===== src/hpio_pkg.sv =====
package hpio_pkg;
  localparam logic [7:0] ADDR_CTRL      = 8'h00;
  localparam logic [7:0] ADDR_STATUS    = 8'h04;
  localparam logic [7:0] ADDR_TEMP      = 8'h08;
  localparam logic [7:0] ADDR_HOSE      = 8'h0c;
  localparam logic [7:0] ADDR_GRAV      = 8'h10;
  localparam logic [7:0] ADDR_SCHED_HT  = 8'h14;
  localparam logic [7:0] ADDR_SCHED_SB  = 8'h18;
  localparam logic [7:0] ADDR_INT_STAT  = 8'h1c;
  localparam logic [7:0] ADDR_INT_MASK  = 8'h20;
  localparam logic [7:0] ADDR_DISPENSE  = 8'h24;
  // least gap between setback and setpoint, per temperature unit
  localparam logic [8:0]  SB_MIN_F   = 9'h014;
  localparam logic [8:0]  SB_MIN_C   = 9'h00a;
  // zones 1,3,5,7,9,11 sit at bits 0,2,4,6,8,10
  localparam logic [11:0] HOSE_ZONES = 12'h555;
  localparam logic [8:0]  SET_RST    = 9'h15e;
  localparam logic [8:0]  SB_RST     = 9'h12c;
  localparam logic [31:0] ONE_CYCLE  = 32'h0000_0001;

  typedef enum logic [1:0] {
    RUN_OFF = 2'b00, RUN_HEAT = 2'b01, RUN_AT_TEMP = 2'b10, RUN_PUMP = 2'b11
  } hpio_run_e;
  typedef enum logic [1:0] {
    ERR_NONE = 2'b00, ERR_LOW = 2'b01, ERR_EMPTY = 2'b10, ERR_ALARM = 2'b11
  } hpio_err_e;

  typedef struct packed {
    logic primary;
    logic unitC;
    logic sched;
    logic autoStart;
    logic pump;
    logic setback;
    logic heat;
  } hpio_ctrl_s;
  localparam hpio_ctrl_s CTRL_RST = 7'h40;

  typedef struct packed {
    logic autoPump;
    logic plcChange;
    logic cfgErr;
    logic drumEmpty;
    logic alarm;
  } hpio_int_s;

  typedef struct packed {
    logic [16:0] rsvd;
    logic [3:0]  plcIn;
    logic        countMode;
    logic        cfgErr;
    logic        airEn;
    logic        setbackEn;
    logic        heaterEn;
    logic        activeB;
    logic        plcCtrl;
    hpio_err_e   err;
    hpio_run_e   run;
  } hpio_status_s;

  typedef struct packed {
    logic [7:0]  paddr;
    logic        psel;
    logic        penable;
    logic        pwrite;
    logic [31:0] pwdata;
  } hpio_apb_req_s;
  typedef struct packed {
    logic [31:0] prdata;
    logic        pready;
    logic        pslverr;
  } hpio_apb_rsp_s;

  typedef struct packed {
    logic [11:0] atTemp;
    logic [11:0] inWindow;
  } hpio_zone_s;
  typedef struct packed {
    logic lowA;
    logic emptyA;
    logic lowB;
    logic emptyB;
    logic alarm;
  } hpio_drum_s;

  typedef struct packed {
    logic [3:0]    s1;
    logic [3:0]    s2;
    logic [3:0]    s3;
    logic [3:0]    plcIn;
    hpio_ctrl_s    ctrl;
    logic [8:0]    tempSet;
    logic [8:0]    tempSb;
    logic [11:0]   hose;
    logic [15:0]   grav;
    logic [21:0]   schHeat;
    logic [21:0]   schSb;
    hpio_int_s     intStat;
    hpio_int_s     intMask;
    logic [31:0]   dispense;
    logic          activeB;
    logic          autoPump;
    logic          alarmPrev;
    logic          emptyPrev;
    logic          plcPrev;
    logic          cfgErr;
    logic          heaterEn;
    logic          setbackEn;
    logic          airEn;
    logic [3:0]    plcOut;
    logic          irq;
    hpio_apb_rsp_s rsp;
  } hpio_state_s;
  localparam hpio_state_s STATE_RST = '{ctrl: CTRL_RST, tempSet: SET_RST,
                                        tempSb: SB_RST, default: '0};
endpackage


===== src/hpio_plc_io_status.sv =====
`timescale 1ns/1ns
// Contract
// - four outputs: run low, run high, error low, error high
// - error pair: none, active drum low, active drum empty, alarm
// - all outputs open (zero) while unpowered or in reset
// - asserted heat or setback request turns heat or setback on
// - deasserted heat or setback request turns heat or setback off
// - under plc control, display cannot change plc-commanded functions
// - no automatic crossover under plc control; plc decides crossover (there is no plc crossover input; the active unit stays fixed)
// - autostart turns pump on once every zone reaches setpoint
// - setback must sit at least 20F or 10C below setpoint
// - only odd zones 1 to 11 may be hose zones
// - zero specific gravity reports pump cycle count instead of mass
// - schedule switches heat and setback at configured times
// - air motor locked out until all zones within window of setpoint
module hpio_plc_io_status (
  input  wire logic                    sys_clk,
  input  wire logic                    reset,
  input  hpio_pkg::hpio_apb_req_s      apbReq,
  output hpio_pkg::hpio_apb_rsp_s      apbRsp,
  input  wire logic [3:0]              plcInPin,
  input  hpio_pkg::hpio_zone_s         zone,
  input  hpio_pkg::hpio_drum_s         drum,
  input  wire logic                    pumpStroke,
  input  wire logic [10:0]             todMin,
  output logic [3:0]                   plcOut,
  output logic                         heaterEn,
  output logic                         setbackEn,
  output logic                         airMotorEn,
  output logic                         irq
);
  import hpio_pkg::*;

  hpio_state_s  q;
  hpio_state_s  d;
  logic         plcCtrl;
  logic         allAt;
  logic         allWin;
  logic         schedHeat;
  logic         schedSb;
  logic         heatReq;
  logic         sbReq;
  logic         pumpReq;
  logic         activeLow;
  logic         activeEmpty;
  logic         cfgNow;
  logic         access;
  logic         fire;
  logic         mapped;
  hpio_err_e    errNow;
  hpio_run_e    runNow;
  hpio_status_s status;
  hpio_int_s    ev;
  hpio_int_s    clr;
  hpio_ctrl_s   newCtrl;
  logic [31:0]  rdData;

  // window may wrap past midnight when start is later than end
  function automatic logic inWin(input logic [10:0] t, input logic [21:0] s);
    logic [10:0] a;
    logic [10:0] b;
    a = s[21:11];
    b = s[10:0];
    inWin = (a <= b) ? (t >= a && t < b) : (t >= a || t < b);
  endfunction

  function automatic logic sbTooHigh(input logic [8:0] sp, input logic [8:0] sb,
                                     input logic unitC);
    logic [9:0] need;
    need = {1'b0, sb} + {1'b0, (unitC ? SB_MIN_C : SB_MIN_F)};
    sbTooHigh = need > {1'b0, sp};
  endfunction

  // only the primary unit listens to the takeover input
  assign plcCtrl     = q.plcIn[3] & q.ctrl.primary;
  assign allAt       = &zone.atTemp;
  assign allWin      = &zone.inWindow;
  assign schedHeat   = inWin(todMin, q.schHeat);
  assign schedSb     = inWin(todMin, q.schSb);
  assign heatReq     = plcCtrl ? q.plcIn[0] :
                       (q.ctrl.sched ? schedHeat : q.ctrl.heat);
  assign sbReq       = plcCtrl ? q.plcIn[1] :
                       (q.ctrl.sched ? schedSb : q.ctrl.setback);
  assign pumpReq     = plcCtrl ? q.plcIn[2] : (q.ctrl.pump | q.autoPump);
  assign activeLow   = q.activeB ? drum.lowB : drum.lowA;
  assign activeEmpty = q.activeB ? drum.emptyB : drum.emptyA;
  assign cfgNow      = sbTooHigh(q.tempSet, q.tempSb, q.ctrl.unitC)
                       | (|(q.hose & ~HOSE_ZONES));
  assign access      = apbReq.psel & apbReq.penable;
  assign fire        = access & q.rsp.pready;

  // alarm outranks drum state, empty outranks low
  assign errNow = drum.alarm ? ERR_ALARM :
                  activeEmpty ? ERR_EMPTY :
                  activeLow ? ERR_LOW : ERR_NONE;
  assign runNow = !q.heaterEn ? RUN_OFF :
                  !allAt ? RUN_HEAT :
                  q.airEn ? RUN_PUMP : RUN_AT_TEMP;

  always_comb begin
    status           = '0;
    status.plcIn     = q.plcIn;
    status.countMode = (q.grav == 16'h0000);
    status.cfgErr    = q.cfgErr;
    status.airEn     = q.airEn;
    status.setbackEn = q.setbackEn;
    status.heaterEn  = q.heaterEn;
    status.activeB   = q.activeB;
    status.plcCtrl   = plcCtrl;
    status.err       = errNow;
    status.run       = runNow;
  end

  always_comb begin
    mapped = 1'b1;
    rdData = 32'h0000_0000;
    case (apbReq.paddr)
      ADDR_CTRL:     rdData = {25'h0, q.ctrl};
      ADDR_STATUS:   rdData = status;
      ADDR_TEMP:     rdData = {7'h0, q.tempSb, 7'h0, q.tempSet};
      ADDR_HOSE:     rdData = {20'h0, q.hose};
      ADDR_GRAV:     rdData = {16'h0, q.grav};
      ADDR_SCHED_HT: rdData = {10'h0, q.schHeat};
      ADDR_SCHED_SB: rdData = {10'h0, q.schSb};
      ADDR_INT_STAT: rdData = {27'h0, q.intStat};
      ADDR_INT_MASK: rdData = {27'h0, q.intMask};
      ADDR_DISPENSE: rdData = q.dispense;
      default:       mapped = 1'b0;
    endcase
  end

  always_comb begin
    d   = q;
    clr = '0;
    d.s1    = plcInPin;
    d.s2    = q.s1;
    d.s3    = q.s2;
    // a bit changes only once the second and third stages agree
    d.plcIn = (q.s2 & q.s3) | (q.plcIn & (q.s2 | q.s3));

    d.heaterEn  = heatReq;
    d.setbackEn = sbReq;
    // air stays locked until every zone is inside its window
    d.airEn     = pumpReq & q.heaterEn & allWin;
    d.plcOut    = {errNow, runNow};

    if (!q.heaterEn || plcCtrl || !q.ctrl.autoStart)
      d.autoPump = 1'b0;
    else if (allAt && allWin)
      d.autoPump = 1'b1;

    // under plc control the active unit never changes
    d.emptyPrev = activeEmpty;
    if (!plcCtrl && activeEmpty && !q.emptyPrev)
      d.activeB = ~q.activeB;

    d.cfgErr    = cfgNow;
    d.alarmPrev = drum.alarm;
    d.plcPrev   = plcCtrl;

    ev.alarm     = drum.alarm & ~q.alarmPrev;
    ev.drumEmpty = activeEmpty & ~q.emptyPrev;
    ev.cfgErr    = cfgNow & ~q.cfgErr;
    ev.plcChange = plcCtrl ^ q.plcPrev;
    ev.autoPump  = d.autoPump & ~q.autoPump;

    // one wait state: pready rises in the second access cycle
    d.rsp.pready = access & ~q.rsp.pready;
    if (access && !q.rsp.pready) begin
      d.rsp.prdata  = rdData;
      d.rsp.pslverr = ~mapped;
    end

    newCtrl = hpio_ctrl_s'(apbReq.pwdata[6:0]);
    if (plcCtrl) begin
      newCtrl.heat    = q.ctrl.heat;
      newCtrl.setback = q.ctrl.setback;
      newCtrl.pump    = q.ctrl.pump;
    end

    if (fire && apbReq.pwrite) begin
      case (apbReq.paddr)
        ADDR_CTRL:     d.ctrl = newCtrl;
        ADDR_TEMP: begin
          d.tempSet = apbReq.pwdata[8:0];
          d.tempSb  = apbReq.pwdata[24:16];
        end
        ADDR_HOSE:     d.hose = apbReq.pwdata[11:0];
        ADDR_GRAV:     d.grav = apbReq.pwdata[15:0];
        ADDR_SCHED_HT: d.schHeat = apbReq.pwdata[21:0];
        ADDR_SCHED_SB: d.schSb = apbReq.pwdata[21:0];
        ADDR_INT_STAT: clr = hpio_int_s'(apbReq.pwdata[4:0]);
        ADDR_INT_MASK: d.intMask = hpio_int_s'(apbReq.pwdata[4:0]);
        ADDR_DISPENSE: d.dispense = 32'h0000_0000;
        default:       d.ctrl = q.ctrl;
      endcase
    end

    // a stroke in the clearing cycle still counts
    if (pumpStroke)
      d.dispense = d.dispense + ((q.grav == 16'h0000) ? ONE_CYCLE
                                                      : {16'h0, q.grav});
    // a new event wins over a clear in the same cycle
    d.intStat = (q.intStat & ~clr) | ev;
    d.irq     = |(d.intStat & d.intMask);
  end

  always_ff @(posedge sys_clk) begin
    if (reset)
      q <= STATE_RST;
    else
      q <= d;
  end

  assign apbRsp     = q.rsp;
  assign plcOut     = q.plcOut;
  assign heaterEn   = q.heaterEn;
  assign setbackEn  = q.setbackEn;
  assign airMotorEn = q.airEn;
  assign irq        = q.irq;
endmodule


===== config.mk =====
export PLATFORM = sky130hd
export DESIGN_NAME = hpio_plc_io_status
export DESIGN_NICKNAME = d
export VERILOG_FILES = /design/src/hpio_pkg.sv /design/src/hpio_plc_io_status.sv
export SDC_FILE = /design/constraint.sdc
export NUM_CORES = 1
export LEC_CHECK = 0
export BUFFER_PORTS_ARGS = -buffer_cell sky130_fd_sc_hd__buf_2
export CAP_MARGIN = 20
export CELL_PAD_IN_SITES_DETAIL_PLACEMENT = 0
export CELL_PAD_IN_SITES_GLOBAL_PLACEMENT = 1
export CORE_ASPECT_RATIO = 1.5
export CORE_MARGIN = 2
export CORE_UTILIZATION = 25
export CTS_BUF_LIST = sky130_fd_sc_hd__clkbuf_4 sky130_fd_sc_hd__clkbuf_8 sky130_fd_sc_hd__clkbuf_16
export CTS_CLUSTER_DIAMETER = 80
export DETAILED_ROUTE_END_ITERATION = 8
export PLACE_DENSITY = 0.6
export SYNTH_ARGS = -nofsm -noshare
export SYNTH_HDL_FRONTEND = slang
export SYNTH_SLANG_ARGS = --single-unit

===== constraint.sdc =====
create_clock -name sys_clk -period 4.4 [get_ports sys_clk]
set_input_delay 0.66 -clock sys_clk [delete_from_list [all_inputs] [get_ports sys_clk]]
set_output_delay 0.66 -clock sys_clk [all_outputs]
set_load 0.03 [all_outputs]

==> flow_summary_export.csv, run 1 <==
group,metric,value,unit
place,numPortBuffers,124,
setup_path,cp-end-kind,"flip-flop",
global_route,grt_max_degree,72,
global_route,grt.overflow.total,0,
global_route,grt_pass1_vias,10200,
die,io-pin-count,132,
cts,numCtsBuffers,21,
route,avgViaCountPerCell,4.96,
cts,post_cts_buffers,0,
die,die_w,179,microns
yosys,ys.flop_type,"dfxtp_1",
pwr,ir_worst_vdd,0.000216,V
yosys,netlist_instances,1433,
sta,slew_violations,0,
setup_path,cp-start-kind,"flip-flop",
setup_path,worstReg2RegEnd,"q[72]",
yosys,ys_seq_elements,203,
route,top_layer,"met4",
setup_path,cp_data_arrival_time,4150,ps
sta,final-hold-violation-count,0,
setup_path,required,4790,ps
route,finalWirelength,42300,microns
yosys,syn_area,0.0115,sq mm
setup_path,crit_start,"q[145]",
cts,cts_tree,"yes",
die,dieArea,0.0476,sq mm
place,gp_congestion,0.890,
pwr,power_leakage,5.09,nW
setup_path,reg2reg_slack,640,ps
route,m1WireLength,16100,microns
setup_path,endpoint,"q[72]",
route,wl_met2,22600,microns
status,outcome,"finished clean",
die,initial_utilization,25.2,%
cells_and_area,nFillCells,4833,
cells_and_area,multi_input_area,0.00649,sq mm
place,place_ws,386,ps
yosys,synth.yosys.seq_area_share,35.5,%
yosys,synth_nets,1618,
yosys,syn_area_per_cell,8.00,sq um
route,drt_pass1_iterations,7,
cts,post_cts_hold_buffer_count,0,
place,dpl.hpwl,33000,microns
route,drt_iter0_drc,779,
die,die_h,266,microns
cts,clk_pin_slew,70,ps
route,drt-wirelength-per-cell,20.2,microns
setup_path,ff2ff_path_depth,14,
cells_and_area,drive_above_1_share,13.9,%
setup_path,r2r_start,"q[145]",
die,row_count,96,
global_route,grt_pass1_wl,62900,microns
sta,relSlewSlack,35.8,%
cts,clock-root-buffer,"clkbuf_16",
sta,finalWorstSetupSlack,637,ps
sta,fmax,266,MHz
cts,cts.sink_count,203,
sta,setup_violations,0,
route,ant_nets,0,
sta,tns,0,ps
die,design.core.area,0.0455,sq mm
cells_and_area,layout_common_cells,"nand2_1 (237), dfxtp_1 (203), a21oi_1 (133)",
yosys,synthArstFlopShare,0,%
cells_and_area,syn2layout_area_growth,14.1,%
setup_path,critPathKind,"reg -> reg",
yosys,yosys_warnings,0,
route,via_count,10400,
route,drc,0,
cells_and_area,mostFrequentLayoutCell,"nand2_1",
cells_and_area,register_area,0.00406,sq mm
cts,htreeDepth,1,
global_route,grt.total_usage,17.6,%
cts,cts_resized,0,
sta,skew,28.8,ps
setup_path,cp_max_fo,8,
cells_and_area,fin_nets,1671,
cts,clock_latency,530,ps
route,met3_length,1400,microns
sta,fin_crit,3760,ps
job,max_cap_violations,0,
sta,min_period_over_period,85.5,%
pwr,power_density,305,mW/mm^2
yosys,synth-edff-count,0,
sta,rsz0062_at_grt,"false",
worst_hold_path,min_path_type,"in -> reg",
global_route,antenna_found_initial,1,
sta,worst_pin_slew,961,ps
cts,clock_path_buffers,3,
yosys,synth_cell_types,71,
[flip-flops by register name, summed over array words and instances, names as in the netlist]
name	flops
q	153
apbRsp	34
d	8
plcOut	4
airMotorEn	1
heaterEn	1
irq	1
setbackEn	1
[power by group]
group	leakage (nW)	switching, W	internal, W	total [W]
sequential	1.64	0.0000123	0.00185	0.00186
clock	0.351	0.000799	0.00107	0.00187
combinational	3.10	0.000168	0.0000826	0.000251
[critical path: stages (launching register included)]
cell	delay, ps
dfxtp_1	360
nor4_1	500
nand4_1	270
nand2b_1	150
ha_1	210
inv_1	70
fa_1	370
nand2b_1	190
a21oi_1	330
o221ai_1	180
buf_4	190
o31ai_4	420
nand4_1	170
xor2_1	180
nor2_1	50
[worst min path at each step]
stage | startpoint | to | cells after the start
after CTS | plcInPin[2] | d[197] | 2
after detailed placement | d[196] | d[192] | 1
final | plcInPin[2] | d[197] | 2
after global placement | d[195] | d[191] | 1
after floorplan | d[195] | d[191] | 1
after global routing | plcInPin[2] | d[197] | 2
[synthesized netlist by cell type, types with 21 or more instances]
cell type,instances,share of area [%]
clkbuf_1,61,2.0
nand2_1,237,7.8
nand3_1,53,2.3
dfxtp_1,203,35
ha_1,93,10
a21oi_1,133,5.8
nand4_1,23,1.3
inv_1,65,2.1
a22oi_1,44,2.9
mux2i_1,36,3.1
nor2_1,116,3.8
o21ai_0,57,2.5
nor3_1,23,1.0
and2_1,21,1.1
buf_4,40,2.6
xor2_1,21,1.6
[cells by family after synthesis]
group                      share of synthesized area, %
buffers and inverters                              8.00
xor gates and xnor gates                           2.52
and+or+nand+nor                                    21.9
DFF                                                35.5
adders and majority gates                          10.5
AOI/OAI and AO/OA                                  18.4
muxes                                              3.24
[layer usage]
layer / vias to the layer above / GRT usage (%)
met4: 0 / 9.29
met2: 251 / 33.0
met3: 81 / 1.38
met5: - / 0
li1: 5089 / -
met1: 4944 / 19.3
[metrics by stage]
stage | area [sq um] | total power (W) | util (%) | instances | hold WS [ps]
4_1_cts | 13100 | 0.00404 | 28.7 | 2088 | 322
6_report | 13100 | 0.00399 | 28.7 | 2089 | 334
5_1_grt | 13100 | 0.00412 | 28.7 | 2089 | 331
3_3_place_gp | 12400 | 0.00215 | 27.2 | 2051 | 415
3_5_place_dp | 12400 | 0.00216 | 27.2 | 2051 | 420
2_1_floorplan | 11500 | 0.00203 | - | 1433 | 414
[cell type report]
type | instances | share of cell area, %
antenna | 1 | 0.0191
clock buffer | 27 | 4.51
clock inverter | 10 | 0.899
inverter | 66 | 1.89
multi-input combinational | 1043 | 49.7
sequential | 203 | 31.1
tap | 588 | 5.62
timing repair buffer | 151 | 6.34
No activity file was read; power rests on OpenSTA's default activity.
==> run 2: changes to the inputs <==
MAX_ROUTING_LAYER = met4   (was default)
==> run 2 against run 1 <==
Fmax up 0.35%. Global-route usage up 0.50 points. Critical path depth unchanged. First-iteration DRC count up 8.9%. Largest power group unchanged. Highest routed layer unchanged.
==> flow_summary_export.csv, run 2 (synthesis results as in run 1) <==
group,metric,value,unit
status,outcome,"finished clean",
cells_and_area,layout_common_cells,"nand2_1 (237), dfxtp_1 (203), a21oi_1 (133)",
pwr,ir_worst_vdd,0.000216,V
cts,clk_pin_slew,70,ps
cts,clock-root-buffer,"clkbuf_16",
cts,cts_tree,"yes",
cells_and_area,fin_nets,1671,
place,dpl.hpwl,33000,microns
cts,clock_latency,540,ps
setup_path,critPathKind,"reg -> reg",
setup_path,cp-end-kind,"flip-flop",
cells_and_area,max_flop_register,"q",
global_route,grt_max_degree,72,
die,die_w,179,microns
global_route,antenna_found_initial,1,
sta,relSlewSlack,37.8,%
sta,final-hold-violation-count,0,
worst_hold_path,min_path_type,"in -> reg",
route,finalWirelength,42200,microns
cells_and_area,fin_area,0.0131,sq mm
cts,clock_path_buffers,3,
cts,post_cts_hold_buffer_count,0,
setup_path,cp_data_arrival_time,4130,ps
cts,cts_resized,0,
die,initial_utilization,25.2,%
sta,fmax,267,MHz
setup_path,slowest_stage,"nor4_1",
global_route,grt.total_usage,18.1,%
sta,worst_pin_slew,930,ps
sta,fin_crit,3750,ps
sta,tns,0,ps
setup_path,cp-start-kind,"flip-flop",
pwr,power_leakage,5.09,nW
cts,cts.sink_count,203,
job,max_cap_violations,0,
setup_path,r2r_start,"q[145]",
route,drc,0,
cts,post_cts_buffers,0,
place,gp_congestion,0.904,
die,dieArea,0.0476,sq mm
sta,rsz0062_at_grt,"false",
sta,setup_violations,0,
setup_path,reg2reg_slack,650,ps
setup_path,path_cells,"nor4_1, nand4_1, nand2b_1, ha_1, inv_1, fa_1, nand2b_1, a21oi_1, o221ai_1, buf_4, o31ai_4, nand4_1, xor2_1, nor2_1",
die,io-pin-count,132,
sta,min_period_over_period,85.2,%
route,drt_pass1_iterations,7,
cells_and_area,drive_above_1_share,13.9,%
global_route,grt_pass1_vias,10200,
cts,htreeDepth,1,
die,row_count,96,
die,die_h,266,microns
sta,finalWorstSetupSlack,651,ps
cts,numCtsBuffers,21,
place,place_ws,386,ps
route,via_count,10400,
setup_path,slowest_delay,480,ps
route,drt-wirelength-per-cell,20.2,microns
global_route,grt_pass1_wl,62900,microns
route,ant_nets,0,
die,design.core.area,0.0455,sq mm
setup_path,cp_max_fo,8,
sta,skew,29.3,ps
setup_path,ff2ff_path_depth,14,
sta,holdWs,335,ps
pwr,power_density,305,mW/mm^2
cells_and_area,mostFrequentLayoutCell,"nand2_1",
route,drt_iter0_drc,848,
setup_path,worstReg2RegEnd,"q[72]",
cells_and_area,largest_register_ffs,153,
cells_and_area,syn2layout_area_growth,14.1,%
route,avgViaCountPerCell,4.96,
sta,slew_violations,0,
setup_path,crit_start,"q[145]",
setup_path,endpoint,"q[72]",
place,numPortBuffers,124,
global_route,grt.overflow.total,0,
setup_path,required,4780,ps
place,placed_cell_area,0.0124,sq mm
==> run 2: layer usage <==
metal | track usage [%] | wire length [microns]
met5 | - | 0
met4 | 8.97 | 2120
met3 | 1.28 | 1330
met2 | 33.2 | 22600
met1 | 19.3 | 16200
==> run 2: final cells by class <==
class,count,area (sq um)
fillers,4833,32400
multi-input cells,1043,6490
inverters,66,248
flip-flops and latches,203,4060
clock buffers,27,589
well taps,588,736
diodes,1,2.50
clock inverters,10,118
repair buffers,151,830
==> run 2: critical path, delay by kind of cell (launching register included) <==
kind                     cells  cell delay (ps)
adder cells (fa/ha/maj)      2              580
AO/OA/AOI/OAI                3              930
buffers and inverters        2              260
AND/OR/NAND/NOR              6             1300
flip-flops                   1              370
XOR/XNOR                     1              180
==> run 2: report_power, final <==
group / internal [W] / total, W / switching (W) / leakage (nW)
clock: 0.00107 / 0.00188 / 0.000807 / 0.351
combinational: 0.0000826 / 0.000251 / 0.000169 / 3.10
sequential: 0.00185 / 0.00186 / 0.0000119 / 1.64
==> run 2: worst min-delay path by stage <==
stage,start,to,slack [ps],cells after the start
after floorplan,d[195],d[191],410,1
final,plcInPin[2],d[197],330,2
after global routing,plcInPin[2],d[197],330,2
after detailed placement,d[196],d[192],420,1
after CTS,plcInPin[2],d[197],320,2
after global placement,d[195],d[191],410,1
==> run 2: through the flow <==
step,utilization [%],std cells,total power (W)
3_5_place_dp,27.2,2051,0.00216
6_report,28.7,2089,0.00399
4_1_cts,28.7,2088,0.00404
2_1_floorplan,-,1433,0.00203
3_3_place_gp,27.2,2051,0.00215
5_1_grt,28.7,2089,0.00412
==> run 3: changes to the inputs <==
CORE_UTILIZATION = 44   (was 25)
GPL_ROUTABILITY_DRIVEN = 0   (was default)
PLACE_DENSITY = 0.89   (was 0.6)
==> run 3 against run 2 <==
Power is 0.64% lower. Sequential power hardly changed. Wire length is 14% lower. Register-to-register slack better by 50 ps. Sequential share of layout area is 0.91 points higher. Final area is 2.8% lower. Via count is 1.7% higher. Critical path depth stayed put. Non-clock buffer count is 8 lower. Clock power hardly changed. Combinational power is 4% lower. Cell count is 13% lower. Largest cell class unchanged. Largest power group is now sequential cells.
==> flow_summary_export.csv, run 3 (synthesis results as in run 1) <==
group,metric,value,unit
worst_hold_path,min_path_type,"in -> reg",
pwr,power_density,312,mW/mm^2
die,die_h,202,microns
route,ant_nets,0,
die,die_w,136,microns
cells_and_area,fin_area,0.0127,sq mm
setup_path,reg2reg_slack,700,ps
cells_and_area,mostFrequentLayoutCell,"nand2_1",
setup_path,cp_max_fo,4,
cts,post_cts_buffers,0,
cts,post_cts_hold_buffer_count,0,
pwr,internal-power,0.00303,W
sta,fmax,270,MHz
cts,cts.sink_count,203,
sta,holdWs,369,ps
cts,cts_resized,0,
pwr,power_switching_share,23.6,%
cts,htreeDepth,1,
cts,numCtsBuffers,20,
cts,clock_latency,500,ps
global_route,grt_pass1_wl,56200,microns
route,drt-wirelength-per-cell,19.9,microns
sta,slew_violations,0,
route,via_count,10500,
setup_path,ff2ff_path_depth,14,
sta,relSlewSlack,34.8,%
sta,min_period_over_period,84.1,%
die,initial_utilization,44.6,%
place,dpl.hpwl,27400,microns
cells_and_area,syn2layout_area_growth,10.9,%
cts,clk_pin_slew,60,ps
cells_and_area,fin_nets,1662,
pwr,power_leakage,5.05,nW
die,row_count,72,
route,drt_iter0_drc,916,
setup_path,cp-start-kind,"flip-flop",
setup_path,crit_start,"q[185]",
cts,clock_path_buffers,3,
cells_and_area,max_flop_register,"q",
cells_and_area,drive_above_1_share,13.3,%
cells_and_area,layout_common_cells,"nand2_1 (237), dfxtp_1 (203), a21oi_1 (133)",
die,io-pin-count,132,
global_route,grt_max_degree,126,
cells_and_area,diodes,0,
setup_path,cp_data_arrival_time,4050,ps
sta,skew,13.1,ps
global_route,antenna_found_initial,0,
setup_path,cp-end-kind,"flip-flop",
setup_path,endpoint,"irq",
route,drt_pass1_iterations,8,
sta,rsz0062_at_grt,"false",
cts,cts_tree,"yes",
pwr,pwr-share-seq,46.9,%
pwr,pwr-share-comb,6.1,%
route,drc,0,
global_route,grt_pass1_vias,10100,
route,avgViaCountPerCell,5.77,
pwr,total_power,0.00397,W
die,dieArea,0.0274,sq mm
sta,fin_crit,3700,ps
sta,setup_violations,0,
status,outcome,"finished clean",
setup_path,worstReg2RegEnd,"irq",
route,finalWirelength,36300,microns
pwr,ir_worst_vdd,0.000224,V
cts,clock-root-buffer,"clkbuf_16",
pwr,power.switching,0.000938,W
worst_hold_path,min_from,"plcInPin[2]",
global_route,grt.overflow.total,0,
setup_path,r2r_start,"q[185]",
place,numPortBuffers,124,
setup_path,critPathKind,"reg -> reg",
setup_path,required,4750,ps
pwr,clockPowerShare,47.0,%
sta,final-hold-violation-count,0,
cells_and_area,largest_register_ffs,153,
sta,worst_pin_slew,979,ps
die,design.core.area,0.0257,sq mm
place,placed_cell_area,0.0120,sq mm
global_route,grt.total_usage,27.1,%
job,max_cap_violations,0,
sta,tns,0,ps
run 3: cell count changes in the layout (fill, tap and decap cells not counted), sizes merged:
| cell | change |
|---|---|
| buf | -8 |
| bufinv | +1 |
| clkbuf | -2 |
| clkinv | -3 |
| clkinvlp | +2 |
| diode | -1 |
run 3: cell type report:
cell class / count / area, sq um
fill: 2485 / 13000
inverter: 66 / 248
sequential: 203 / 4060
clock inverter: 10 / 140
timing repair buffer: 143 / 778
clock buffer: 25 / 568
multi-input combinational: 1043 / 6490
tap: 333 / 417
run 3: through the flow:
stage | setup slack [ps] | instances | util, %
after floorplan | 809 | 1433 | -
after global placement | 574 | 1788 | 46.7
after detailed placement | 547 | 1788 | 46.7
after CTS | 725 | 1823 | 49.5
after global routing | 493 | 1823 | 49.5
final | 698 | 1823 | 49.5
run 3: power groups by stage:
stage	logic (W)	registers [W]	clock network (W)
floorplan	0.000133	0.00190	0
global placement	0.000234	0.00190	0
detailed placement	0.000239	0.00190	0
CTS	0.000240	0.00186	0.00188
global route	0.000265	0.00186	0.00194
finish	0.000242	0.00186	0.00186
run 3: worst max-delay path, stage by stage, from the launching register on:
cell and delay (ps):
dfxtp_1 410, inv_1 190, fa_1 470, a21o_1 190, a21oi_1 300, nor2_1 100, xor2_1 160, ha_1 290
a21o_1 170, a21oi_1 180, nand2b_1 70, o21ai_0 160, o2111a_1 280, a2bb2oi_1 370, o221ai_1 210
run 3: worst min-delay path by stage:
| stage | to | slack [ps] | cells after the start |
|---|---|---|---|
| finish | d[197] | 370 | 2 |
| global route | d[197] | 370 | 2 |
| CTS | d[197] | 360 | 2 |
| detailed placement | d[193] | 430 | 1 |
| global placement | d[192] | 420 | 1 |
| floorplan | d[191] | 410 | 1 |
run 3: routing by layer:
metal	part of all wire, %	GRT usage [%]	vias to the layer above
met5	0	-	-
met4	5.9	14.4	0
met3	6.0	2.47	101
met2	49	45.7	417
met1	39	31.6	4946
li1	-	-	5062
